**config.mk**
```make
export PLATFORM = sky130hd
export DESIGN_NAME = mis_second_status
export DESIGN_NICKNAME = d
export VERILOG_FILES = /design/src/rtl/mis_pkg.sv /design/src/rtl/mis_axis_cmp.sv /design/src/rtl/mis_second_status.sv
export SDC_FILE = /design/constraint.sdc
export NUM_CORES = 1
export LEC_CHECK = 0
export BUFFER_PORTS_ARGS = -buffer_cell sky130_fd_sc_hd__buf_4
export CAP_MARGIN = 15
export CELL_PAD_IN_SITES_DETAIL_PLACEMENT = 1
export CELL_PAD_IN_SITES_GLOBAL_PLACEMENT = 1
export CORE_ASPECT_RATIO = 1.75
export CORE_UTILIZATION = 30
export DETAILED_ROUTE_END_ITERATION = 12
export GPL_TIMING_DRIVEN = 0
export MAX_ROUTING_LAYER = met4
export PLACE_DENSITY = 0.74
export SKIP_CTS_REPAIR_TIMING = 1
export SYNTH_ARGS = -nofsm -noshare
export SYNTH_HDL_FRONTEND = slang
export SYNTH_SLANG_ARGS = --single-unit
```
**constraint.sdc**
```tcl
create_clock -name clk_sys_i -period 4.7 [get_ports clk_sys_i]
set_clock_uncertainty 0.15 [all_clocks]
set_input_delay 0.705 -clock clk_sys_i [delete_from_list [all_inputs] [get_ports clk_sys_i]]
set_output_delay 0.705 -clock clk_sys_i [all_outputs]
set_load 0.1 [all_outputs]
```
**src/rtl/mis_pkg.sv**
```systemverilog
// package for the second motion-interrupt status block
// offsets, field positions, reset values and mode encodings
package mis_pkg;
  // ==========================================================
  // register offsets on the sensor register port
  localparam logic [7:0] STATUS_OFS = 8'h35;
  localparam logic [7:0] THRESH_OFS = 8'h36;
  localparam logic [7:0] DUR_OFS = 8'h37;
  // ==========================================================
  // field positions and widths
  localparam int ACTIVE_BIT = 6;
  localparam int FLAG_W = 6;
  localparam int VAL_W = 7;
  // event vector order: bit5 z high .. bit0 x low
  localparam int ZH_BIT = 5;
  localparam int ZL_BIT = 4;
  localparam int YH_BIT = 3;
  localparam int YL_BIT = 2;
  localparam int XH_BIT = 1;
  localparam int XL_BIT = 0;
  // ==========================================================
  // reset values and duration counter ceiling
  localparam logic [6:0] THRESH_RST = 7'h00;
  localparam logic [6:0] DUR_RST = 7'h00;
  localparam logic [5:0] FLAGS_RST = 6'h00;
  localparam logic [6:0] DUR_MAX = 7'h7f;
  // ==========================================================
  // combination modes {and_or_combine_select, six_direction_enable}
  typedef enum logic [1:0] {
    MIS_OR_EVENTS = 2'h0,
    MIS_SIX_MOVE = 2'h1,
    MIS_AND_EVENTS = 2'h2,
    MIS_SIX_POS = 2'h3
  } mis_mode_t;
endpackage

```
**src/rtl/mis_axis_cmp.sv**
```systemverilog
// one axis compare: magnitude of a signed sample against the threshold
// assumes sample and threshold are steady in the cycle they are used
`timescale 1ns/1ps
module mis_axis_cmp #(
  parameter int DATA_W = 16
) (
  // sample and threshold
  input wire logic signed [DATA_W-1:0] sample_i,
  input wire logic [6:0] threshold_value_i,
  // compare results
  output logic high_o,
  output logic low_o
);
  // ==========================================================
  // magnitude scaled to seven bits, saturating on full scale
  logic [DATA_W-1:0] abs_val;
  logic [6:0] mag;
  always_comb begin
    abs_val = sample_i[DATA_W-1] ? DATA_W'(-sample_i) : DATA_W'(sample_i);
    mag = abs_val[DATA_W-1] ? 7'h7f : abs_val[DATA_W-2 -: 7];
  end
  // high above threshold, low below it
  assign high_o = (mag > threshold_value_i);
  assign low_o = (mag < threshold_value_i);
endmodule // mis_axis_cmp

```
**src/rtl/mis_second_status.sv**
```systemverilog
// second motion-interrupt generator: status, threshold, duration
// assumes one sample strobe per output data rate period and a
// register port already decoded from the serial bus
// Operation
// - active flag set when an interrupt event is generated, else 0, reset 0
// - six axis event flags read 1 once their event occurred, reset 0
// - reading the status register clears active flag and the pin, unless a new event hits in the same cycle
// - latched mode freezes flags until status read, then they refresh
// - status register is read-only; writes change nothing
// - seven-bit threshold, reset zero, compared for high and low events
// - seven-bit duration, reset zero; event needs condition held that long
// - one duration step is one output data rate sample period
// - each axis high or low event counts only when its enable is set
// - modes 00 or, 01 six-dir movement, 10 and, 11 six-dir position
`timescale 1ns/1ps
module mis_second_status #(
  parameter int DATA_W = 16
) (
  // clock and reset
  input wire logic clk_sys_i,
  input wire logic rst_n_i,
  // register port
  input wire logic [7:0] reg_addr_i,
  input wire logic reg_wr_i,
  input wire logic reg_rd_i,
  input wire logic [7:0] reg_wdata_i,
  output logic [7:0] reg_rdata_o,
  // configuration held elsewhere
  input wire logic and_or_combine_select_i,
  input wire logic six_direction_enable_i,
  input wire logic [5:0] event_enable_i,
  input wire logic latch_enable_i,
  // samples, one strobe per output data rate period
  input wire logic sample_valid_i,
  input wire logic signed [DATA_W-1:0] accel_x_i,
  input wire logic signed [DATA_W-1:0] accel_y_i,
  input wire logic signed [DATA_W-1:0] accel_z_i,
  // interrupt pin
  output logic int2_o
);
  // ==========================================================
  // state
  logic [6:0] threshold_value_reg;
  logic [6:0] duration_value_reg;
  logic [5:0] flags_reg;
  logic interrupt_active_flag_reg;
  logic [6:0] dur_cnt_reg;
  logic [5:0] zone_reg;
  logic [5:0] raw_evt;
  logic [5:0] en_evt;
  logic cond;
  logic hit;
  logic status_rd;
  logic thresh_wr;
  logic dur_wr;
  logic one_hot_zone;
  mis_pkg::mis_mode_t mode;

  // ==========================================================
  // register decode
  assign status_rd = reg_rd_i && (reg_addr_i == mis_pkg::STATUS_OFS);
  assign thresh_wr = reg_wr_i && (reg_addr_i == mis_pkg::THRESH_OFS);
  assign dur_wr = reg_wr_i && (reg_addr_i == mis_pkg::DUR_OFS);
  assign mode = mis_pkg::mis_mode_t'({and_or_combine_select_i, six_direction_enable_i});

  // threshold register, top bit dropped
  always_ff @(posedge clk_sys_i) begin
    if (!rst_n_i) begin
      threshold_value_reg <= mis_pkg::THRESH_RST;
    end else if (thresh_wr) begin
      threshold_value_reg <= reg_wdata_i[6:0];
    end
  end

  // duration register, top bit dropped
  always_ff @(posedge clk_sys_i) begin
    if (!rst_n_i) begin
      duration_value_reg <= mis_pkg::DUR_RST;
    end else if (dur_wr) begin
      duration_value_reg <= reg_wdata_i[6:0];
    end
  end

  // read data, registered; status has no write path
  always_ff @(posedge clk_sys_i) begin
    if (!rst_n_i) begin
      reg_rdata_o <= 8'h00;
    end else if (reg_rd_i) begin
      unique case (reg_addr_i)
        mis_pkg::STATUS_OFS: reg_rdata_o <= {1'b0, interrupt_active_flag_reg, flags_reg};
        mis_pkg::THRESH_OFS: reg_rdata_o <= {1'b0, threshold_value_reg};
        mis_pkg::DUR_OFS: reg_rdata_o <= {1'b0, duration_value_reg};
        default: reg_rdata_o <= 8'h00;
      endcase
    end
  end

  // ==========================================================
  // per-axis compare
  mis_axis_cmp #(.DATA_W(DATA_W)) u_cmp_x (
    .sample_i(accel_x_i),
    .threshold_value_i(threshold_value_reg),
    .high_o(raw_evt[mis_pkg::XH_BIT]),
    .low_o(raw_evt[mis_pkg::XL_BIT])
  );
  mis_axis_cmp #(.DATA_W(DATA_W)) u_cmp_y (
    .sample_i(accel_y_i),
    .threshold_value_i(threshold_value_reg),
    .high_o(raw_evt[mis_pkg::YH_BIT]),
    .low_o(raw_evt[mis_pkg::YL_BIT])
  );
  mis_axis_cmp #(.DATA_W(DATA_W)) u_cmp_z (
    .sample_i(accel_z_i),
    .threshold_value_i(threshold_value_reg),
    .high_o(raw_evt[mis_pkg::ZH_BIT]),
    .low_o(raw_evt[mis_pkg::ZL_BIT])
  );

  // ==========================================================
  // enable gating and combination
  assign en_evt = raw_evt & event_enable_i;
  assign one_hot_zone = (en_evt != 6'h00) && ((en_evt & (en_evt - 6'h01)) == 6'h00);
  always_comb begin
    unique case (mode)
      mis_pkg::MIS_OR_EVENTS: cond = |en_evt;
      mis_pkg::MIS_AND_EVENTS: cond = (event_enable_i != 6'h00) && (en_evt == event_enable_i);
      mis_pkg::MIS_SIX_POS: cond = one_hot_zone;
      mis_pkg::MIS_SIX_MOVE: cond = one_hot_zone && (en_evt != zone_reg);
    endcase
  end

  // duration counts samples, so its step follows the data rate
  assign hit = sample_valid_i && cond && (dur_cnt_reg >= duration_value_reg);

  always_ff @(posedge clk_sys_i) begin
    if (!rst_n_i) begin
      dur_cnt_reg <= 7'h00;
    end else if (sample_valid_i) begin
      if (!cond) begin
        dur_cnt_reg <= 7'h00;
      end else if (dur_cnt_reg != mis_pkg::DUR_MAX) begin
        dur_cnt_reg <= dur_cnt_reg + 7'h01;
      end
    end
  end

  // last recognised six-direction zone, for movement mode
  always_ff @(posedge clk_sys_i) begin
    if (!rst_n_i) begin
      zone_reg <= mis_pkg::FLAGS_RST;
    end else if (sample_valid_i && one_hot_zone) begin
      zone_reg <= en_evt;
    end
  end

  // ==========================================================
  // event flags: follow samples, frozen in latched mode while active
  always_ff @(posedge clk_sys_i) begin
    if (!rst_n_i) begin
      flags_reg <= mis_pkg::FLAGS_RST;
    end else if (sample_valid_i && !(latch_enable_i && interrupt_active_flag_reg && !status_rd)) begin
      flags_reg <= en_evt;
    end
  end

  // active flag: a new hit wins over the clearing read
  always_ff @(posedge clk_sys_i) begin
    if (!rst_n_i) begin
      interrupt_active_flag_reg <= 1'b0;
    end else if (hit) begin
      interrupt_active_flag_reg <= 1'b1;
    end else if (status_rd) begin
      interrupt_active_flag_reg <= 1'b0;
    end else if (sample_valid_i && !latch_enable_i) begin
      interrupt_active_flag_reg <= 1'b0;
    end
  end

  // pin follows the flag
  assign int2_o = interrupt_active_flag_reg;
endmodule // mis_second_status

```
After elaboration in Yosys (flattened, before gate mapping):

Cells that the tools add are included.

* RAM bits: 0
* output and inout bits: 9
* input port bits: 78
* word-level logic and storage cells: 67
* bits in latches: 0
* memories kept: 0
* memory bits (read-only): 0
* register bits after elaboration: 42

* shift-type cells: 0
* add/sub/neg operators: 5
* multiply operators: 0
* divide/modulo/power cells: 0
* eq/ne operators: 10
* reductions and logical operators: 23
* magnitude comparators: 7
* bitwise logic cells: 2
* multiplexer cells: 13

Operator list (count)
* 16-bit two-way mux: 3
* 16-bit negation: 3
* 7-bit two-way mux: 5
* 8-bit by 6-bit == test with 1-bit output, second input constant: 3
* 7-bit > comparator: 3
* 7-bit less-than comparator: 3
* 7-bit one-hot mux with 3 select lines: 1
* 1-bit logical AND: 13
* 6-bit AND: 2
* 6-bit nonzero test: 2
* 7-bit by 1-bit adder with 7-bit output, second input constant: 1
* 7-bit >= comparator: 1
* 7-bit inequality test, second input constant: 1
* 6-bit == test: 1
* 6-bit zero test: 1
* 6-bit inequality test: 1
* 6-bit OR reduction: 1
* 6-bit by 1-bit subtractor with 6-bit output, second input constant: 1
* 2-bit == test, second input constant: 2
* 1-bit one-hot mux with 4 select lines: 1
* 1-bit zero test: 3
* 1-bit two-way mux: 3
* 3-bit nonzero test: 1
* 2-bit by 1-bit == test with 1-bit output, second input constant: 1
* other kinds (3): 3

Depth between registers and ports, before layout:

Gate-level depths: netlist of run 1.

* word-level depth: 14
* depth in mapped cells: 19
* depth with buffers taken out: 17

Hierarchy:

From an unflattened synthesis of run 1, not the netlist that was laid out.

* cells, all modules: 433
* area total of the unflattened synthesis: 3522.1 um^2

Modules (own cells, without submodules)
* mis_second_status: times used 1, area an instance 2233.4 um^2, sequential area each 820.8 um^2, cells each 256
* mis_axis_cmp (u_cmp_x ...): times used 2, area an instance 434.2 um^2, sequential area each 0.0 um^2, cells each 58
* mis_axis_cmp (u_cmp_z): times used 1, area an instance 420.4 um^2, sequential area each 0.0 um^2, cells each 61

Worst setup path before layout of run 1:

OpenSTA, ideal clock, no wires.

* kind: input to register
* start: input accel_z_i[7]
* end: register dur_cnt_reg[5]
* buffers on the path: 0
* required time: 4.480 ns
* data arrival time: 4.473 ns
* library setup time: 0.070 ns
* setup slack: 0.006 ns
* cell stages on the path: 17
* cells stage by stage: nor4_1 nand2_1 or4_1 nor3_1 nand2b_1 or3b_1 and2_1 ha_1 nand3b_1 a21o_1 a21oi_1 xnor2_1 nand3_1 nor4_4 o41ai_2 or4_1 a21oi_1

* longest elaborated chain between the ends: 13
* elaborated cells on any way between the ends: 20
* classes of those cells: 2 x add/sub; 2 x order compare; 3 x eq/ne; 4 x mux; 2 x bitwise; 7 x reduce/logical

RTL lines
* start, declared: line mis_second_status.sv:37 `input wire logic signed [DATA_W-1:0] accel_z_i,`
* 16-bit negation *: line mis_axis_cmp.sv:19 `abs_val = sample_i[DATA_W-1] ? DATA_W'(-sample_i) : DATA_W'(sample_i);`
* 16-bit two-way mux *: line mis_axis_cmp.sv:19
* 7-bit two-way mux *: line mis_axis_cmp.sv:20 `mag = abs_val[DATA_W-1] ? 7'h7f : abs_val[DATA_W-2 -: 7];`
* 7-bit less-than comparator or 7-bit > comparator (tied branches): line mis_axis_cmp.sv:24, mis_axis_cmp.sv:23
* 6-bit AND *: line mis_second_status.sv:121 `assign en_evt = raw_evt & event_enable_i;`
* 6-bit by 1-bit subtractor with 6-bit output: line mis_second_status.sv:122 `assign one_hot_zone = (en_evt != 6'h00) && ((en_evt & (en_evt - 6'h01)) == 6'h00);`
* 6-bit AND: line mis_second_status.sv:122
* 6-bit zero test: line mis_second_status.sv:122
* 1-bit logical AND: line mis_second_status.sv:122
* 1-bit logical AND: line mis_second_status.sv:128 `mis_pkg::MIS_SIX_MOVE: cond = one_hot_zone && (en_evt != zone_reg);`
* 1-bit one-hot mux with 4 select lines *: line mis_second_status.sv:124 `unique case (mode)`
* 2-bit by 1-bit inequality test with 1-bit output (no source line)
* 2-bit AND reduction (no source line)
* end signal, assigned: line mis_second_status.sv:142 `dur_cnt_reg <= dur_cnt_reg + 7'h01;`
* end, declared: line mis_second_status.sv:47 `logic [6:0] dur_cnt_reg;`

Mark *: on every way between the ends. The rest lies on a longest branch, timed or not.
A chain may end at the register's enable or synchronous reset.

Worst setup path in the final report of run 1:

* start: input accel_x_i[0]
* end: register dur_cnt_reg[5]

* longest elaborated chain between the ends: 13
* elaborated cells on any way between the ends: 20
* classes of those cells: 2 x add/sub; 2 x order compare; 3 x eq/ne; 4 x mux; 2 x bitwise; 7 x reduce/logical

RTL lines
* start, declared: line mis_second_status.sv:35 `input wire logic signed [DATA_W-1:0] accel_x_i,`
* 16-bit negation *: line mis_axis_cmp.sv:19
* 16-bit two-way mux *: line mis_axis_cmp.sv:19
* 7-bit two-way mux *: line mis_axis_cmp.sv:20
* 7-bit less-than comparator or 7-bit > comparator (tied branches): line mis_axis_cmp.sv:24, mis_axis_cmp.sv:23
* 6-bit AND *: line mis_second_status.sv:121
* 6-bit by 1-bit subtractor with 6-bit output: line mis_second_status.sv:122
* 6-bit AND: line mis_second_status.sv:122
* 6-bit zero test: line mis_second_status.sv:122
* 1-bit logical AND: line mis_second_status.sv:122
* 1-bit logical AND: line mis_second_status.sv:128
* 1-bit one-hot mux with 4 select lines *: line mis_second_status.sv:124
* 2-bit by 1-bit inequality test with 1-bit output (no source line)
* 2-bit AND reduction (no source line)

Marked as above.

==> impl_metrics.csv, run 1 <==
group,metric,value,unit
routing,ant_nets,0,
min_path,hold_class,"reg -> reg",
floorplan,die_x,81.76,um
clock_network,clockRootBuffer,"clkbuf_16",
sta,min_period_over_period,1.001,
pwr,total_power,1.102,mW
logic_synthesis,synth-seq-cells,41,
sta,hold_viol_final,0,
routing,dr.pass1.iters,5,
sta,rsz0062_at_grt,"true",
clock_network,htree_levels,2,
sta,maxSlewHeadroom,0.4475,
floorplan,start_util,0.3103,
global_routing,grt_overflow_total,0,
clock_network,clkTransAtPathRegs,0.06,ns
finish,fin_area,4836,um2
critical_path,critPathMaxStageDelay,0.46,ns
routing,num_vias,3442,
logic_synthesis,synth_enable_flop_cells,0,
outcome,status,"finished, violations left",
global_routing,grt_pass1_vias,3588,
sta,finalCriticalPeriod,4.703,ns
finish,layout-drive-gt1-share,0.3463,
critical_path,cp.arrival,4.77,ns
sta,max_freq,0.2126,GHz
finish,diodes,0,
global_routing,antenna_found_initial,0,
sta,tightestPinTransition,0.8287,ns
critical_path,cp-end-kind,"flip-flop",
finish,n_fill_cell,1278,
critical_path,cp-startpoint,"accel_x_i[0]",
pwr,power.leakage,2.023,nW
outcome,violations,"setup timing",
logic_synthesis,yosysSeqAreaShare,0.2458,
sta,setup_viol,1,
placed_design,port_buffers,78,
routing,wl,11.03,mm
floorplan,rows,50,
critical_path,r2r-start,"threshold_value_reg[6]",
floorplan,die_area,11570,um2
run,max-cap-violations,0,
logic_synthesis,synth_nets,512,
placed_design,gp_congestion,0.8350,
global_routing,grt_pass1_wl,16.07,mm
logic_synthesis,yosysWarnings,0,
sta,hold_slack,0.3835,ns
floorplan,fp.coreArea,10760,um2
clock_network,clkLatencyLatePin,0.29,ns
critical_path,path_class,"in -> reg",
clock_network,cts.sinks,41,
critical_path,critPathSlowestCell,"or4_4",
logic_synthesis,synth_cell_types,59,
logic_synthesis,avgSynthCellArea,8.246,um2
critical_path,path_cells,"buf_4 > nor4_4 > nand2_2 > or4_4 > nor3_4 > nand2b_1 > or3b_4 > and2_4 > ha_2 > nand3b_1 > a21oi_4 > nor4b_4 > buf_4 > buf_4 > nor2_4 > nand4b_1 > a41oi_2 > o41ai_4 > or4_1 > a21oi_1",
clock_network,cts_tree,"yes",
global_routing,track_usage,0.1881,
clock_network,clockBufferDepth,2,
logic_synthesis,synth_ff_type,"dfxtp_1",
logic_synthesis,syn_area,3339,um2
finish,fin_cells,644,
placed_design,place_ws,-0.8587,ns
routing,drc,0,
critical_path,cp_max_fo,5,
critical_path,required,4.77,ns
sta,tns,-0.002985,ns
min_path,worstHoldStart,"flags_reg[0]",
critical_path,crit_top_cell,"buf_4",
clock_network,cts_buffers,5,
pwr,p_per_area,227.8,nW/um2
placed_design,place_hpwl,8.523,mm
finish,nets,620,
pwr,max-vdd-ir-drop,0.0002709,V
floorplan,io_pins,87,
placed_design,placed_area,4088,um2
routing,wl_per_cell,17.13,um
global_routing,grt_max_degree,14,
routing,vias_per_cell,5.345,
critical_path,start_kind,"primary input",
finish,area_delta_synth_final,44.81,%
sta,setup_ws,-0.002985,ns
finish,post-route-util,0.4494,
routing,drt-initial-drc-count,56,
logic_synthesis,syn_inst,405,
placed_design,dp.cells,613,
sta,slew_viol_final,0,
logic_synthesis,synthArstFlopShare,0,
floorplan,fp.dieH,141.6,um
-- cells by family (layout without fill, tap and decap cells) --
kind of cell,Yosys count,count (layout),synth area share
flops,41,41,0.2458
buf+inv,44,153,0.05320
mux,33,33,0.1015
fa+ha+maj,29,29,0.1087
xor+xnor,20,20,0.05470
other cells,1,1,0.001123
simple gates,149,149,0.2522
compound gates,88,88,0.1828
-- report_power, final --
group	switching, mW	total, mW	internal [mW]
logic	0.170	0.331	0.160
clock network	0.143	0.408	0.265
registers	0.00755	0.363	0.355
total	0.321	1.10	0.781
-- worst max-delay path: cells and delay by family --
kind,cells,cell delay (ns)
simple gates,12,2.68
compound gates,4,0.81
buf+inv,3,0.43
fa+ha+maj,1,0.16
-- placed cells by master, fill, tap and decap left out, drive strengths merged, types with 2 or more instances in the layout --
master | netlist | routed
o21ba | 2 | 2
nor2 | 10 | 10
dfxtp | 41 | 41
nand4b | 4 | 4
nor3 | 6 | 6
ha | 29 | 29
and2 | 12 | 12
o22ai | 7 | 7
o21a | 4 | 4
xor2 | 16 | 16
a41o | 2 | 2
buf | 3 | 104
nand4 | 3 | 3
a22oi | 11 | 11
nor4 | 11 | 11
a21o | 7 | 7
inv | 29 | 29
clkbuf | 12 | 18
nand2 | 40 | 40
o31ai | 5 | 5
mux2i | 26 | 26
xnor2 | 4 | 4
or3b | 3 | 3
and3 | 2 | 2
nand3 | 13 | 13
nand2b | 5 | 5
or4 | 4 | 4
a21oi | 21 | 21
mux2 | 7 | 7
nand3b | 3 | 3
nor2b | 29 | 29
a31oi | 4 | 4
o21ai | 13 | 13
-- cell usage after synthesis (all sizes together), types with 4 or more instances --
library cell / instances / area (um2)
nor4: 11 / 83.83
o31ai: 5 / 42.54
a21oi: 21 / 108.9
o21a: 4 / 30.03
or4: 4 / 30.03
dfxtp: 41 / 820.8
nor2b: 29 / 181.4
nand2: 40 / 150.1
clkbuf: 12 / 45.04
mux2i: 26 / 260.3
a22oi: 11 / 82.58
nor2: 10 / 40.04
xor2: 16 / 140.1
nand4b: 4 / 35.03
a21o: 7 / 52.55
nand2b: 5 / 31.28
and2: 12 / 75.07
o21ai: 13 / 65.06
a31oi: 4 / 25.02
o22ai: 7 / 43.79
nand3: 13 / 65.06
mux2: 7 / 78.83
inv: 29 / 108.9
xnor2: 4 / 42.55
ha: 29 / 362.9
nor3: 6 / 30.03
-- layout make-up --
class | instances | area (um2) | area share
buffer | 14 | 60.06 | 0.01242
clock inverter | 2 | 37.54 | 0.007762
multi-input combinational | 320 | 2741 | 0.5669
tap | 130 | 162.7 | 0.03364
clock buffer | 6 | 138.9 | 0.02872
sequential | 41 | 820.8 | 0.1697
timing repair buffer | 102 | 765.7 | 0.1583
inverter | 29 | 108.9 | 0.02251
-- metal layers --
metal / wire (um) / share of wire / up-vias / GRT usage
li1: - / - / 1664 / -
met5: 0 / 0 / - / -
met4: 486 / 0.044 / 0 / 0.08772
met3: 299 / 0.027 / 29 / 0.02701
met1: 3644 / 0.33 / 1681 / 0.1602
met2: 6598 / 0.60 / 68 / 0.3749
-- final timing paths --
check                                      end  slack [ns]  cells after the start
worst max-delay path            dur_cnt_reg[5]      -0.003                     20
worst min-delay path              flags_reg[0]        0.38                      2
worst max register to register  dur_cnt_reg[5]        1.40                     11
worst min register to register    flags_reg[0]        0.38                      2
No activity file was read; power rests on OpenSTA's default activity.
==> run 2, diff against run 1 <==
--- a/config.mk
+++ b/config.mk
@@ -10,11 +10,11 @@
 export CELL_PAD_IN_SITES_DETAIL_PLACEMENT = 1
 export CELL_PAD_IN_SITES_GLOBAL_PLACEMENT = 1
 export CORE_ASPECT_RATIO = 1.75
-export CORE_UTILIZATION = 30
+export CORE_UTILIZATION = 35
 export DETAILED_ROUTE_END_ITERATION = 12
 export GPL_TIMING_DRIVEN = 0
 export MAX_ROUTING_LAYER = met4
-export PLACE_DENSITY = 0.74
+export PLACE_DENSITY = 0.83
 export SKIP_CTS_REPAIR_TIMING = 1
 export SYNTH_ARGS = -nofsm -noshare
 export SYNTH_HDL_FRONTEND = slang
==> run 2 against run 1 <==
Against the previous run:
- the run still ends with setup timing left
- sequential share of layout area decreased by 0.10 points
- fmax is 0.96% lower
- first-iteration DRC count increased by 120%
- global-route usage increased by 3.0 points
- critical path depth stayed put
- clock power down 5.4%
- sequential power hardly changed
- via count is 1.4% higher
- count of clock-buffer cells in the layout is 1 lower
- cell count down 1.7%
- die area fell by 14%
- wire length is 7.7% higher
- critical path type unchanged
- critical endpoint unchanged
- highest routed layer unchanged
==> impl_metrics.csv, run 2 (synthesis results as in run 1) <==
group,metric,value,unit
routing,drt-initial-drc-count,123,
floorplan,io_pins,87,
pwr,p_per_area,225.6,nW/um2
clock_network,clockRootBuffer,"clkbuf_16",
sta,hold_viol_final,0,
clock_network,cts.sinks,41,
sta,setup_viol,7,
pwr,pwr-share-seq,0.331,
placed_design,gp_congestion,0.8439,
floorplan,die_area,9951,um2
sta,setup_ws,-0.04876,ns
global_routing,grt_pass1_wl,16.27,mm
outcome,status,"finished, violations left",
clock_network,cts_buffers,5,
global_routing,grt_max_degree,13,
critical_path,cp-startpoint,"accel_z_i[7]",
clock_network,htree_levels,2,
critical_path,required,4.78,ns
clock_network,cts_tree,"yes",
pwr,p_comb_frac,0.318,
routing,dr.pass1.iters,4,
critical_path,start_kind,"primary input",
routing,wl_per_cell,18.76,um
finish,layout-drive-gt1-share,0.3548,
pwr,clkPwrFrac,0.352,
sta,finalCriticalPeriod,4.749,ns
placed_design,dp.cells,603,
finish,fin_area,4866,um2
floorplan,fp.dieH,131.2,um
critical_path,cp-end-kind,"flip-flop",
critical_path,path_class,"in -> reg",
routing,ant_nets,0,
sta,tns,-0.1401,ns
sta,maxSlewHeadroom,0.4254,
global_routing,antenna_found_initial,0,
min_path,worstHoldStart,"flags_reg[1]",
pwr,p_int,0.7695,mW
placed_design,place_hpwl,8.292,mm
critical_path,path_cells,"buf_4 > nor4_4 > nand2_1 > or4_4 > nor3_4 > nand2b_1 > or3b_4 > and2_4 > ha_4 > nand3b_1 > a21o_1 > and3_4 > buf_6 > xnor2_2 > nand3_2 > nor4_4 > buf_4 > o41ai_4 > or4_1 > a21oi_2",
pwr,net-switching-power,0.3282,mW
sta,rsz0062_at_grt,"true",
critical_path,cp.arrival,4.83,ns
outcome,violations,"setup timing",
routing,drc,0,
global_routing,grt_overflow_total,0,
floorplan,rows,46,
sta,slew_viol_final,0,
sta,min_period_over_period,1.010,
critical_path,cp_max_fo,5,
pwr,power.leakage,2.016,nW
critical_path,critPathMaxStageDelay,0.45,ns
sta,tightestPinTransition,0.8619,ns
routing,num_vias,3489,
finish,fin_cells,633,
finish,final_cell_mix,"buf_4 (100), dfxtp_1 (41), nand2_1 (38), inv_1 (29), nor2b_1 (29)",
finish,post-route-util,0.5317,
pwr,max-vdd-ir-drop,0.0002666,V
finish,nets,620,
finish,area_delta_synth_final,45.71,%
routing,wl,11.88,mm
routing,vias_per_cell,5.512,
floorplan,fp.coreArea,9151,um2
global_routing,track_usage,0.2177,
critical_path,r2r-start,"threshold_value_reg[6]",
critical_path,critPathSlowestCell,"or4_4",
clock_network,clkLatencyLatePin,0.29,ns
global_routing,grt_pass1_vias,3580,
placed_design,placed_area,4075,um2
floorplan,start_util,0.3649,
placed_design,place_ws,-0.9059,ns
clock_network,clkTransAtPathRegs,0.06,ns
finish,diodes,0,
run,max-cap-violations,0,
clock_network,clockBufferDepth,2,
finish,final_common_cell,"buf_4",
sta,max_freq,0.2106,GHz
placed_design,port_buffers,78,
pwr,p_sw_frac,0.2990,
min_path,hold_class,"reg -> reg",
floorplan,die_x,75.84,um
==> run 2: per-layer routing <==
layer / part of all wire / up-vias / GRT usage
li1: - / 1666 / -
met1: 0.34 / 1698 / 0.1965
met2: 0.60 / 96 / 0.4194
met3: 0.030 / 29 / 0.02684
met4: 0.035 / 0 / 0.09774
met5: 0 / - / -
==> run 2: worst max-delay path: cells and delay by family <==
family / cells / cell delay, ns
adders and majority gates: 1 / 0.14
xor gates and xnor gates: 1 / 0.13
and+or+nand+nor: 12 / 2.92
AOI/OAI and AO/OA: 3 / 0.47
buffers and inverters: 3 / 0.44
==> run 2: layout make-up <==
class / instances / area [um2]
Inverter: 29 / 108.9
Tap cell: 120 / 150.1
Clock inverter: 2 / 35.03
Fill cell: 1054 / 4285
Buffer: 15 / 75.07
Multi-Input combinational cell: 320 / 2785
Timing Repair Buffer: 101 / 765.7
Sequential cell: 41 / 820.8
Clock buffer: 5 / 125.1
==> run 2: worst paths after layout <==
kind / endpoint / slack (ns) / cells after the start
max: dur_cnt_reg[5] / -0.05 / 20
min: flags_reg[1] / 0.40 / 2
max reg2reg: dur_cnt_reg[5] / 1.38 / 13
min reg2reg: flags_reg[1] / 0.40 / 2
==> run 2: stage by stage <==
stage | total power [mW] | hold WS, ns
floorplan | 0.5261 | 0.3197
CTS | 1.010 | 0.3828
detailed placement | 0.6241 | 0.3649
global route | 1.137 | 0.4174
global placement | 0.6102 | 0.3560
finish | 1.098 | 0.3976
==> run 2: power by group through the flow <==
stage	combinational (mW)	clock [mW]	sequential [mW]
floorplan	0.153	0	0.374
global placement	0.241	0	0.369
detailed placement	0.254	0	0.370
CTS	0.257	0.390	0.362
global route	0.373	0.401	0.364
finish	0.349	0.386	0.363
